File: config.mk
export PLATFORM = sky130hd
export DESIGN_NAME = irq_prio_ctrl
export DESIGN_NICKNAME = d
export VERILOG_FILES = /design/src/rtl/irq_prio_pkg.sv /design/src/rtl/irq_prio_ctrl.sv
export VERILOG_INCLUDE_DIRS = /design/src /design/src/rtl
export SDC_FILE = /design/constraint.sdc
export NUM_CORES = 1
export LEC_CHECK = 0
export BUFFER_PORTS_ARGS = -buffer_cell sky130_fd_sc_hd__buf_2
export CAP_MARGIN = 40
export CORE_MARGIN = 10
export CORE_UTILIZATION = 49
export DETAILED_ROUTE_END_ITERATION = 8
export PLACE_DENSITY = 0.8
export SYNTH_ARGS = -nofsm -noshare
export SYNTH_HDL_FRONTEND = slang
export SYNTH_SLANG_ARGS = --single-unit
export TNS_END_PERCENT = 100
File: constraint.sdc
create_clock -name aclk -period 3.9 [get_ports aclk]
set_input_delay 0.195 -clock aclk [delete_from_list [all_inputs] [get_ports aclk]]
set_output_delay 0.195 -clock aclk [all_outputs]
set_load 0.01 [all_outputs]
File: src/rtl/irq_prio_consts.svh
`ifndef IRQ_PRIO_CONSTS_SVH
`define IRQ_PRIO_CONSTS_SVH
// ==========================================================
// register indices (byte address is four times the index)
`define IRQ_ENABLE_EXT_IDX 10'h0A7
`define IRQ_ENABLE_MAIN_IDX 10'h0A8
`define IRQ_PRIORITY_EXT_IDX 10'h0B7
`define IRQ_PRIORITY_MAIN_IDX 10'h0B8
`define IRQ_STATUS_IDX 10'h0C0
`define SERIAL_FLAGS_IDX 10'h0C1
// ==========================================================
// reset values and writable bit masks
`define IRQ_REG_RESET 8'h00
`define IRQ_EXT_MASK 8'h93
`define IRQ_MAIN_EN_MASK 8'hBF
`define IRQ_MAIN_PRI_MASK 8'h3F
`define SERIAL_FLAGS_MASK 4'hF
// ==========================================================
// field positions
`define GLOBAL_GATE_BIT 7
`define EXT_DATACHAN_BIT 7
`define EXT_SERIAL2_BIT 4
`define EXT_TWOWIRE_BIT 1
`define EXT_USB_BIT 0
`define MAIN_TIMER2_BIT 5
`define MAIN_SERIAL1_BIT 4
`define MAIN_TIMER1_BIT 3
`define MAIN_EXTPIN1_BIT 2
`define MAIN_TIMER0_BIT 1
`define MAIN_EXTPIN0_BIT 0
// ==========================================================
// vector addresses
`define VEC_EXTPIN0 16'h0003
`define VEC_SERIAL2 16'h004B
`define VEC_TIMER0 16'h000B
`define VEC_TWOWIRE 16'h0043
`define VEC_EXTPIN1 16'h0013
`define VEC_DATACHAN 16'h003B
`define VEC_TIMER1 16'h001B
`define VEC_USB 16'h0033
`define VEC_SERIAL1 16'h0023
`define VEC_TIMER2 16'h002B
// ==========================================================
// bus answers
`define RESP_OKAY 2'h0
`define RESP_SLVERR 2'h2
`endif

File: src/rtl/irq_prio_pkg.sv
package irq_prio_pkg;
  // polling order, index 0 polled first
  typedef enum logic [3:0] {
    SRC_EXTPIN0, SRC_SERIAL2, SRC_TIMER0, SRC_TWOWIRE, SRC_EXTPIN1,
    SRC_DATACHAN, SRC_TIMER1, SRC_USB, SRC_SERIAL1, SRC_TIMER2
  } src_t;

  typedef struct packed {
    logic machine_tick;
    logic final_cycle;
    logic block_instr;
    logic return_from_handler_instr;
  } core_ctl_t;

  typedef struct packed {
    logic call;
    logic level;
    logic [3:0] source;
    logic [15:0] addr;
  } vector_call_t;
endpackage : irq_prio_pkg

File: src/rtl/irq_prio_ctrl.sv
// Implementation choice: the AXI4-Lite register port.
`timescale 1ns/1ps
`include "irq_prio_consts.svh"
// Function
// [RULE_01] serial request is the OR of its receive and transmit done flags
// [RULE_02] serial flags stay set on vectoring; only a software write clears them
// [RULE_03] both serial ports behave alike; second port uses bit 4 of ext registers
// [RULE_04] ext enable: data channel 7, serial2 4, two-wire 1, usb 0; resets zero
// [RULE_05] main enable: global 7, reserved 6, bits 5..0 per source; resets zero
// [RULE_06] global gate low blocks all; high lets each enabled source through
// [RULE_07] each source is masked by its own enable bit independently
// [RULE_08] main priority: bits 5..0 per source, 7 and 6 reserved; resets zero
// [RULE_09] one level bit per source, 1 high; ext priority laid out like ext enable
// [RULE_10] high request nests above a running low-level handler
// [RULE_11] nothing vectors while a high-level handler runs
// [RULE_12] high-level request wins over a simultaneous low-level one
// [RULE_13] equal levels resolved by fixed polling order, external pin 0 first
// [RULE_14] flags sampled once per machine cycle, polled next; no memory of denial
// [RULE_15] acknowledge issues a vector call with the per-source fixed address
// [RULE_16] only the return-from-handler instruction clears the in-progress level
// [RULE_17] reserved and unused register bits read zero and ignore writes
module irq_prio_ctrl (
  input wire logic aclk,
  input wire logic aresetn,
  input wire logic [11:0] s_axi_awaddr,
  input wire logic s_axi_awvalid,
  output logic s_axi_awready,
  input wire logic [31:0] s_axi_wdata,
  input wire logic [3:0] s_axi_wstrb,
  input wire logic s_axi_wvalid,
  output logic s_axi_wready,
  output logic [1:0] s_axi_bresp,
  output logic s_axi_bvalid,
  input wire logic s_axi_bready,
  input wire logic [11:0] s_axi_araddr,
  input wire logic s_axi_arvalid,
  output logic s_axi_arready,
  output logic [31:0] s_axi_rdata,
  output logic [1:0] s_axi_rresp,
  output logic s_axi_rvalid,
  input wire logic s_axi_rready,
  input wire logic [9:0] src_req,
  input wire logic [1:0] rx_done_set,
  input wire logic [1:0] tx_done_set,
  input wire irq_prio_pkg::core_ctl_t core_ctl,
  output irq_prio_pkg::vector_call_t hardware_vector_call
);

  // ==========================================================
  // helpers
  function automatic logic [9:0] per_source(input logic [7:0] main_r, input logic [7:0] ext_r);
    logic [9:0] v;
    v = 10'h000;
    v[irq_prio_pkg::SRC_EXTPIN0] = main_r[`MAIN_EXTPIN0_BIT];
    v[irq_prio_pkg::SRC_SERIAL2] = ext_r[`EXT_SERIAL2_BIT];
    v[irq_prio_pkg::SRC_TIMER0] = main_r[`MAIN_TIMER0_BIT];
    v[irq_prio_pkg::SRC_TWOWIRE] = ext_r[`EXT_TWOWIRE_BIT];
    v[irq_prio_pkg::SRC_EXTPIN1] = main_r[`MAIN_EXTPIN1_BIT];
    v[irq_prio_pkg::SRC_DATACHAN] = ext_r[`EXT_DATACHAN_BIT];
    v[irq_prio_pkg::SRC_TIMER1] = main_r[`MAIN_TIMER1_BIT];
    v[irq_prio_pkg::SRC_USB] = ext_r[`EXT_USB_BIT];
    v[irq_prio_pkg::SRC_SERIAL1] = main_r[`MAIN_SERIAL1_BIT];
    v[irq_prio_pkg::SRC_TIMER2] = main_r[`MAIN_TIMER2_BIT];
    return v;
  endfunction : per_source

  function automatic logic [15:0] vector_of(input logic [3:0] src);
    case (src)
      4'h0: vector_of = `VEC_EXTPIN0;
      4'h1: vector_of = `VEC_SERIAL2;
      4'h2: vector_of = `VEC_TIMER0;
      4'h3: vector_of = `VEC_TWOWIRE;
      4'h4: vector_of = `VEC_EXTPIN1;
      4'h5: vector_of = `VEC_DATACHAN;
      4'h6: vector_of = `VEC_TIMER1;
      4'h7: vector_of = `VEC_USB;
      4'h8: vector_of = `VEC_SERIAL1;
      default: vector_of = `VEC_TIMER2;
    endcase
  endfunction : vector_of

  // loop runs downwards so the lowest set index is the last one kept
  function automatic logic [3:0] first_set(input logic [9:0] v);
    logic [3:0] idx;
    idx = 4'h0;
    for (int i = 9; i >= 0; i--) begin
      if (v[i]) begin
        idx = 4'(i);
      end
    end
    return idx;
  endfunction : first_set

  function automatic logic [9:0] word_idx(input logic [11:0] a);
    return a[11:2];
  endfunction : word_idx

  // ==========================================================
  // registers
  logic [7:0] irq_enable_ext_q;
  logic [7:0] irq_enable_main_q;
  logic [7:0] irq_priority_ext_q;
  logic [7:0] irq_priority_main_q;
  logic [1:0] rx_done_flag_q;
  logic [1:0] tx_done_flag_q;
  logic hi_active_q;
  logic lo_active_q;
  logic [9:0] sample_q;
  logic sample_valid_q;

  // ==========================================================
  // bus write side
  logic aw_held_q;
  logic w_held_q;
  logic [11:0] awaddr_q;
  logic [7:0] wdata_q;
  logic wlane_q;
  logic do_write;
  logic [9:0] widx;

  assign s_axi_awready = !aw_held_q && !s_axi_bvalid;
  assign s_axi_wready = !w_held_q && !s_axi_bvalid;
  // a write lands once both halves are held; a pending answer stalls the next
  assign do_write = aw_held_q && w_held_q && !s_axi_bvalid;
  assign widx = word_idx(awaddr_q);

  always_ff @(posedge aclk) begin
    if (!aresetn) begin
      aw_held_q <= 1'b0;
      awaddr_q <= 12'h000;
    end else if (s_axi_awvalid && s_axi_awready) begin
      aw_held_q <= 1'b1;
      awaddr_q <= s_axi_awaddr;
    end else if (do_write) begin
      aw_held_q <= 1'b0;
    end
  end

  always_ff @(posedge aclk) begin
    if (!aresetn) begin
      w_held_q <= 1'b0;
      wdata_q <= 8'h00;
      wlane_q <= 1'b0;
    end else if (s_axi_wvalid && s_axi_wready) begin
      w_held_q <= 1'b1;
      wdata_q <= s_axi_wdata[7:0];
      wlane_q <= s_axi_wstrb[0];
    end else if (do_write) begin
      w_held_q <= 1'b0;
    end
  end

  logic hit_w;
  always_comb begin
    case (widx)
      `IRQ_ENABLE_EXT_IDX, `IRQ_ENABLE_MAIN_IDX, `IRQ_PRIORITY_EXT_IDX, `IRQ_PRIORITY_MAIN_IDX,
      `IRQ_STATUS_IDX, `SERIAL_FLAGS_IDX: hit_w = 1'b1;
      default: hit_w = 1'b0;
    endcase
  end

  always_ff @(posedge aclk) begin
    if (!aresetn) begin
      s_axi_bvalid <= 1'b0;
      s_axi_bresp <= `RESP_OKAY;
    end else if (do_write) begin
      s_axi_bvalid <= 1'b1;
      s_axi_bresp <= hit_w ? `RESP_OKAY : `RESP_SLVERR;
    end else if (s_axi_bready) begin
      s_axi_bvalid <= 1'b0;
    end
  end

  // only byte lane 0 carries data; without its strobe nothing is stored
  logic wr_en;
  assign wr_en = do_write && wlane_q;

  // each register keeps only its writable bits, so reserved ones read zero
  always_ff @(posedge aclk) begin
    if (!aresetn) begin
      irq_enable_ext_q <= `IRQ_REG_RESET; // RULE_04
    end else if (wr_en && widx == `IRQ_ENABLE_EXT_IDX) begin
      irq_enable_ext_q <= wdata_q & `IRQ_EXT_MASK; // RULE_17
    end
  end

  always_ff @(posedge aclk) begin
    if (!aresetn) begin
      irq_enable_main_q <= `IRQ_REG_RESET; // RULE_05
    end else if (wr_en && widx == `IRQ_ENABLE_MAIN_IDX) begin
      irq_enable_main_q <= wdata_q & `IRQ_MAIN_EN_MASK; // RULE_17
    end
  end

  always_ff @(posedge aclk) begin
    if (!aresetn) begin
      irq_priority_ext_q <= `IRQ_REG_RESET; // RULE_09
    end else if (wr_en && widx == `IRQ_PRIORITY_EXT_IDX) begin
      irq_priority_ext_q <= wdata_q & `IRQ_EXT_MASK; // RULE_17
    end
  end

  always_ff @(posedge aclk) begin
    if (!aresetn) begin
      irq_priority_main_q <= `IRQ_REG_RESET; // RULE_08
    end else if (wr_en && widx == `IRQ_PRIORITY_MAIN_IDX) begin
      irq_priority_main_q <= wdata_q & `IRQ_MAIN_PRI_MASK; // RULE_17
    end
  end

  // ==========================================================
  // serial done flags: write one to clear, a set in the same cycle wins
  logic [3:0] flag_clr;
  assign flag_clr = (wr_en && widx == `SERIAL_FLAGS_IDX) ? wdata_q[3:0] & `SERIAL_FLAGS_MASK : 4'h0;

  for (genvar p = 0; p < 2; p++) begin : g_serial
    always_ff @(posedge aclk) begin
      if (!aresetn) begin
        rx_done_flag_q[p] <= 1'b0;
        tx_done_flag_q[p] <= 1'b0;
      end else begin
        rx_done_flag_q[p] <= rx_done_set[p] | (rx_done_flag_q[p] & ~flag_clr[2*p]); // RULE_02 RULE_03
        tx_done_flag_q[p] <= tx_done_set[p] | (tx_done_flag_q[p] & ~flag_clr[2*p+1]); // RULE_02 RULE_03
      end
    end
  end

  // ==========================================================
  // sampling and arbitration
  logic [9:0] req_all;
  logic [9:0] enabled;
  logic [9:0] level;
  always_comb begin
    req_all = src_req;
    req_all[irq_prio_pkg::SRC_SERIAL1] = rx_done_flag_q[0] | tx_done_flag_q[0]; // RULE_01
    req_all[irq_prio_pkg::SRC_SERIAL2] = rx_done_flag_q[1] | tx_done_flag_q[1]; // RULE_01 RULE_03
  end
  assign enabled = per_source(irq_enable_main_q, irq_enable_ext_q) // RULE_07
                   & {10{irq_enable_main_q[`GLOBAL_GATE_BIT]}}; // RULE_06
  assign level = per_source(irq_priority_main_q, irq_priority_ext_q); // RULE_09

  logic take_call;
  // every tick overwrites the sample, so a denied request is not remembered
  always_ff @(posedge aclk) begin
    if (!aresetn) begin
      sample_q <= 10'h000;
      sample_valid_q <= 1'b0;
    end else if (core_ctl.machine_tick) begin
      sample_q <= req_all & enabled; // RULE_14
      sample_valid_q <= 1'b1;
    end else if (take_call) begin
      sample_valid_q <= 1'b0;
    end
  end

  logic [9:0] hi_req;
  logic [9:0] lo_req;
  logic [9:0] cand;
  logic cand_hi;
  // enables are applied again at poll time, so clearing a gate after the
  // sample was taken still stops the call
  assign hi_req = sample_q & enabled & level & {10{sample_valid_q}};
  assign lo_req = sample_q & enabled & ~level & {10{sample_valid_q}};
  assign cand_hi = |hi_req; // RULE_12
  assign cand = cand_hi ? hi_req : lo_req;
  assign take_call = core_ctl.final_cycle && !core_ctl.block_instr && !hi_active_q // RULE_11
                     && (cand_hi || (!lo_active_q && |lo_req)); // RULE_10

  logic [3:0] pick;
  assign pick = first_set(cand); // RULE_13

  always_ff @(posedge aclk) begin
    if (!aresetn) begin
      hardware_vector_call <= '0;
    end else begin
      hardware_vector_call.call <= take_call; // RULE_15
      hardware_vector_call.level <= cand_hi;
      hardware_vector_call.source <= pick;
      hardware_vector_call.addr <= vector_of(pick); // RULE_15
    end
  end

  // ==========================================================
  // in-progress levels
  // a call wins over a return in the same cycle
  always_ff @(posedge aclk) begin
    if (!aresetn) begin
      hi_active_q <= 1'b0;
    end else if (take_call && cand_hi) begin
      hi_active_q <= 1'b1;
    end else if (core_ctl.return_from_handler_instr && !take_call) begin
      hi_active_q <= 1'b0; // RULE_16
    end
  end

  // a return closes the high level first when both are in progress
  always_ff @(posedge aclk) begin
    if (!aresetn) begin
      lo_active_q <= 1'b0;
    end else if (take_call && !cand_hi) begin
      lo_active_q <= 1'b1;
    end else if (core_ctl.return_from_handler_instr && !take_call && !hi_active_q) begin
      lo_active_q <= 1'b0; // RULE_16
    end
  end

  // ==========================================================
  // bus read side
  assign s_axi_arready = !s_axi_rvalid;

  // reads have no side effects; the upper lanes read zero
  logic [7:0] rd_byte;
  logic rd_hit;
  always_comb begin
    rd_hit = 1'b1;
    case (word_idx(s_axi_araddr))
      `IRQ_ENABLE_EXT_IDX: rd_byte = irq_enable_ext_q;
      `IRQ_ENABLE_MAIN_IDX: rd_byte = irq_enable_main_q;
      `IRQ_PRIORITY_EXT_IDX: rd_byte = irq_priority_ext_q;
      `IRQ_PRIORITY_MAIN_IDX: rd_byte = irq_priority_main_q;
      `IRQ_STATUS_IDX: rd_byte = {6'h00, hi_active_q, lo_active_q};
      `SERIAL_FLAGS_IDX: rd_byte = {4'h0, tx_done_flag_q[1], rx_done_flag_q[1], tx_done_flag_q[0], rx_done_flag_q[0]};
      default: begin
        rd_byte = 8'h00;
        rd_hit = 1'b0;
      end
    endcase
  end

  always_ff @(posedge aclk) begin
    if (!aresetn) begin
      s_axi_rvalid <= 1'b0;
      s_axi_rdata <= 32'h00000000;
      s_axi_rresp <= `RESP_OKAY;
    end else if (s_axi_arvalid && s_axi_arready) begin
      s_axi_rvalid <= 1'b1;
      s_axi_rdata <= {24'h000000, rd_byte};
      s_axi_rresp <= rd_hit ? `RESP_OKAY : `RESP_SLVERR;
    end else if (s_axi_rready) begin
      s_axi_rvalid <= 1'b0;
    end
  end

endmodule : irq_prio_ctrl

# After elaboration in Yosys (flattened, before gate mapping)
# Memory sizes are Yosys's and may differ from the RTL's. A register that Yosys moved wholly into a read port is not among the register bits.
# Index checks and enable logic that the tools add are counted.
[totals]
rom_bits = 64
wordCells = 134
n_memories = 1
latchBits = 0
mem_bits_rw = 0
out_inout_bits = 63
regBits = 97
[classes]
eq_ne = 12
shifts = 0
muxes = 30
bitwise_logic = 22
addsub = 0
reduce_logical = 43
n_mul = 0
n_div = 0
magnitude_cmp = 0
[memory_table]
columns = ["name", "words", "width", "rd", "rd_clocked_by_memory_dff", "wr", "line_no", "text"]
rows = [
  ["(no name shown)", 16, 4, 1, 1, 0, "irq_prio_ctrl.sv:68", "case (src)"],
]
[op_table]
columns = ["operator", "count"]
rows = [
  ["$eq 10x8->1 const B", 12],
  ["$and 10x10->10", 7],
  ["$pmux 8 s6", 1],
  ["$mux 4", 11],
  ["$logic_and 1x1->1", 21],
  ["$reduce_or 10->1", 2],
  ["$mux 1", 15],
  ["$reduce_bool 2->1", 7],
  ["$reduce_or 6->1", 2],
  ["$logic_not 1->1", 10],
  ["$mux 10", 1],
  ["$not 10->10", 1],
  ["$or 1x1->1", 6],
  ["$and 1x1->1", 4],
  ["$mux 2", 2],
  ["$not 1->1", 4],
  ["$logic_or 1x1->1", 1],
]

# Longest topological paths before layout
[logic_depth]
ltp_word = 16
ltp_mapped = 13
depth_no_buf = 10

# Worst setup path after synthesis
# Ideal clock, no wire load.
[synth_path]
kind = "reg2reg"
start = "register irq_enable_main_q[7]"
end = "register hardware_vector_call[3] (netlist name)"
arrival_time_ps = 2672
path_stages_with_launch = 13
path_slack_ps = 1157
required_time_ps = 3830
cell_sequence = "dfxtp_1 and4_1 a22oi_1 and3_1 buf_4 and2_1 buf_2 o21ai_0 o21ai_1 or2_2 ha_1 or4_1 a21oi_1"
[synth_via]
elab_chain_len = 16
[synth_rtl]
columns = ["element", "line_no", "text"]
rows = [
  ["start: declaration", "irq_prio_ctrl.sv:101", "logic [7:0] irq_enable_main_q;"],
  ["start signal: assignment", "irq_prio_ctrl.sv:189", "irq_enable_main_q <= `IRQ_REG_RESET;"],
  ["start signal: assignment", "irq_prio_ctrl.sv:191", "irq_enable_main_q <= wdata_q & `IRQ_MAIN_EN_MASK;"],
  ["$and 10x10->10 (*)", "irq_prio_ctrl.sv:238", "assign enabled = per_source(irq_enable_main_q, irq_enable_ext_q)"],
  ["$and 10x10->10 (*)", "irq_prio_ctrl.sv:262, irq_prio_ctrl.sv:263", ""],
  ["$and 10x10->10 (2 in series)", "irq_prio_ctrl.sv:262", "assign hi_req = sample_q & enabled & level & {10{sample_valid_q}};"],
  ["$reduce_or 10->1", "irq_prio_ctrl.sv:264", "assign cand_hi = |hi_req;"],
  ["$mux 10 (*)", "irq_prio_ctrl.sv:265", "assign cand = cand_hi ? hi_req : lo_req;"],
  ["$mux 4 (9 in series)", "irq_prio_ctrl.sv:87", "if (v[i]) begin"],
  ["$mux 4 (*)", "irq_prio_ctrl.sv:87", ""],
]
# Every way passes the cells marked *; elsewhere a longest branch is shown, timed or not.
# A chain may end at the register's enable or synchronous reset.

# Worst setup path after layout
[layout_path]
start = "register irq_enable_main_q[7]"
end = "register hardware_vector_call[3] (netlist name)"
[layout_via]
elab_chain_len = 16
[layout_rtl]
columns = ["element", "line_no"]
rows = [
  ["$and 10x10->10 (*)", "irq_prio_ctrl.sv:238"],
  ["$and 10x10->10 (*)", "irq_prio_ctrl.sv:262, irq_prio_ctrl.sv:263"],
  ["$and 10x10->10 (2 in series)", "irq_prio_ctrl.sv:262"],
  ["$reduce_or 10->1", "irq_prio_ctrl.sv:264"],
  ["$mux 10 (*)", "irq_prio_ctrl.sv:265"],
  ["$mux 4 (9 in series)", "irq_prio_ctrl.sv:87"],
  ["$mux 4 (*)", "irq_prio_ctrl.sv:87"],
]
# Marks and branches as above.

==> flow_metrics.env <==
export IMPL_outcome="finished, final reports clean"
export IMPL_grtUsageTotal_pct=17.1
export IMPL_critPathTopFamily="simple AND/OR/NAND/NOR gates"
export IMPL_postRouteAntennaNets=0
export IMPL_synthFlopType="dfxtp_1"
export IMPL_slowest_delay_ps=700
export IMPL_cts_sinks=80
export IMPL_routed_wl_um=10800
export IMPL_period_minus_slack_ps=3380
export IMPL_core_area_um2=7810
export IMPL_path_buf_inv=0
export IMPL_hpwl_um=8260
export IMPL_fill_cells=739
export IMPL_dieArea_um2=12100
export IMPL_drv_cap=0
export IMPL_clock_latency_ps=350
export IMPL_die_width_um=110
export IMPL_cts_setup_buffers=0
export IMPL_grt_pass1_vias=3476
export IMPL_tns_ps=0
export IMPL_synth_most_common_cell="dfxtp_1"
export IMPL_critPathMaxFanout=19
export IMPL_tightest_slew_ps=817
export IMPL_cts_buffers=9
export IMPL_hold_viol_final=0
export IMPL_synth_xor_xnor_area_share_pct=0
export IMPL_r2r_slack_ps=520
export IMPL_synth_top_family_by_area="simple AND/OR/NAND/NOR gates"
export IMPL_critPathRequiredTime_ps=4180
export IMPL_synthCells=483
export IMPL_p_per_area_nw_per_um2=351
export IMPL_synth_fa_ha_area_share_pct=0.316
export IMPL_pre_cts_ws_ps=574
export IMPL_setup_ws_ps=520
export IMPL_final_nets=637
export IMPL_p_leak_nw=1.81
export IMPL_synth_compound_area_share_pct=18.3
export IMPL_synthArstFlopShare_pct=0
export IMPL_reg2reg_from="irq_enable_main_q[7]$_SDFFE_PN0P_"
export IMPL_endpoint_kind="register"
export IMPL_n_antenna_cell=0
export IMPL_grt_max_degree=76
export IMPL_multi_input_area_um2=2070
export IMPL_synthTopCellsByCount="dfxtp_1 (80), a21oi_1 (57), nand2_1 (57)"
export IMPL_crit_path_cell_trace="and4_1 > a22oi_2 > and3_1 > and2_1 > o21ai_0 > o21ai_1 > or2_2 > ha_1 > or4_1 > a21oi_1"
export IMPL_maxSlewHeadroom_pct=45.1
export IMPL_port_buffers=76
export IMPL_clock_skew_ps=9.51
export IMPL_p_total_mw=1.55
export IMPL_drive_gt1_share_pct=19.1
export IMPL_yosysTopAreaCell="dfxtp_1"
export IMPL_syn_area_um2=3960
export IMPL_globalplace_congestion=0.909
export IMPL_antenna_found_initial=0
export IMPL_root_buffer="clkbuf_8"
export IMPL_max_freq_mhz=296
export IMPL_drc=0
export IMPL_r2r_cells=10
export IMPL_die_height_um=110
export IMPL_synthDistinctLibCells=55
export IMPL_dr_pass1_iters=5
export IMPL_period_share_pct=86.7
export IMPL_yosys_area_share_simple_pct=24.7
export IMPL_arrival_ps=3660
export IMPL_drt_vias_per_instance=5.64
export IMPL_cts_max_path_buffers=2
export IMPL_ys_seq_elements=80
export IMPL_clkSlewWorstSetupHoldPaths_ps=90
export IMPL_syn_avg_cell_area_um2=8.19
export IMPL_hold_buffers=0
export IMPL_slew_violations=0
export IMPL_synth_top_area_share_pct=40.5
export IMPL_cts_tree="done"
export IMPL_muxShareOfSynthArea_pct=5.60
export IMPL_path_class="register to register"
export IMPL_netlist_top_cells_area="dfxtp_1 (40%), buf_4 (7.6%), a21oi_1 (7.2%)"
export IMPL_holdCritPathClass="input pin to register"
export IMPL_regArea_um2=1600
export IMPL_rsz0062_at_grt="no"
export IMPL_vias=3709
export IMPL_setup_viol=0
export IMPL_holdPathStages=1
export IMPL_startpoint_type="register"
export IMPL_grt_pass1_wl_um=16600
export IMPL_globalRouteOverflowTotal=0
export IMPL_wl_per_cell_um=16.4
export IMPL_worstHoldStart="aresetn"
export IMPL_synth_warnings=0
export IMPL_synth_edf_count=0
export IMPL_ioPinCount=148
export IMPL_drt_initial_drc_count=345
export IMPL_rows=32
export IMPL_holdPathEnd="hardware_vector_call[0]$_SDFF_PN0_"
export IMPL_start_util_pct=50.7
export IMPL_htreeDepth=3
export IMPL_rr_endpoint="hardware_vector_call[3]$_SDFF_PN0_"
export IMPL_synth_seq_area_share_pct=40.5
export IMPL_critical_path_slowest_cell="dfxtp_1"
export IMPL_area_growth_pct=11.7
export IMPL_ctsResizeCount=0
export IMPL_ir_drop_v=0.000248
export IMPL_postLayoutCoreUtil_pct=56.6
export IMPL_timing_hold_ws_ps=9.74
==> registers in the layout (all words and copies together), names as in the netlist, 4 cells and up <==
name,count
awaddr_q,10
hardware_vector_call,11
irq_enable_ext_q,4
irq_enable_main_q,7
irq_priority_ext_q,4
irq_priority_main_q,6
s_axi_rdata,7
sample_q,10
wdata_q,7
==> cell type report <==
| type | instances | area share [%] |
|---|---|---|
| flip-flops and latches | 80 | 36.3 |
| repair buffers | 81 | 9.40 |
| well taps | 102 | 2.89 |
| inverters | 8 | 0.680 |
| clock inverters | 6 | 0.991 |
| clock buffers | 10 | 2.89 |
| multi-input cells | 371 | 46.9 |
==> placed cells by master (no fill, tap or decap), types with 4 or more instances in the layout <==
cell type,count
nand2_1,57
nand4_1,16
a21oi_1,57
nor3b_1,4
buf_4,4
nand2b_1,12
nand3_1,14
nor3_1,8
conb_1,37
nor4_1,5
o22ai_1,4
inv_1,7
clkbuf_8,9
o21ai_0,11
nor2_1,55
dfxtp_1,80
nand3b_1,4
mux2i_1,21
a22oi_1,8
and4_1,7
buf_2,77
and2_1,4
==> through the flow <==
step	std cells	instance area, µm²
final	658	4420
after global routing	658	4420
after CTS	658	4420
after detailed placement	642	4250
after floorplan	519	4090
after global placement	641	4240
==> cell families after synthesis <==
logic type      Yosys count
simple gates            198
mux                      22
flops                    80
buf+inv                  68
fa+ha+maj                 1
other cells               1
compound gates          113
==> power by group <==
group / internal, mW / switching (mW) / leakage (nW) / total (mW)
Sequential: 0.839 / 0.0238 / 0.651 / 0.863
Clock: 0.235 / 0.319 / 0.0870 / 0.554
Combinational: 0.0474 / 0.0844 / 1.07 / 0.132
==> per-layer routing <==
metal	vias to the layer above	wire (µm)	global-route usage, %
met5	-	0	0
met4	0	231	8.18
met3	24	875	3.04
met2	152	5060	26.9
met1	1745	4650	22.1
li1	1788	-	-
==> how the worst max path moves through the flow <==
| stage | from | slack, ps | cells past startpoint | endpoint |
|---|---|---|---|---|
| after floorplan | irq_enable_main_q[7]$_SDFFE_PN0P_ | 1160 | 12 | hardware_vector_call[3]$_SDFF_PN0_ |
| after global placement | irq_enable_main_q[7]$_SDFFE_PN0P_ | 670 | 10 | hardware_vector_call[3]$_SDFF_PN0_ |
| after detailed placement | irq_enable_main_q[7]$_SDFFE_PN0P_ | 570 | 10 | hardware_vector_call[3]$_SDFF_PN0_ |
| after CTS | irq_enable_main_q[7]$_SDFFE_PN0P_ | 550 | 10 | hardware_vector_call[3]$_SDFF_PN0_ |
| after global routing | irq_enable_main_q[7]$_SDFFE_PN0P_ | 290 | 10 | hardware_vector_call[3]$_SDFF_PN0_ |
| final | irq_enable_main_q[7]$_SDFFE_PN0P_ | 520 | 10 | hardware_vector_call[3]$_SDFF_PN0_ |
No activity file was read; power rests on OpenSTA's default activity.
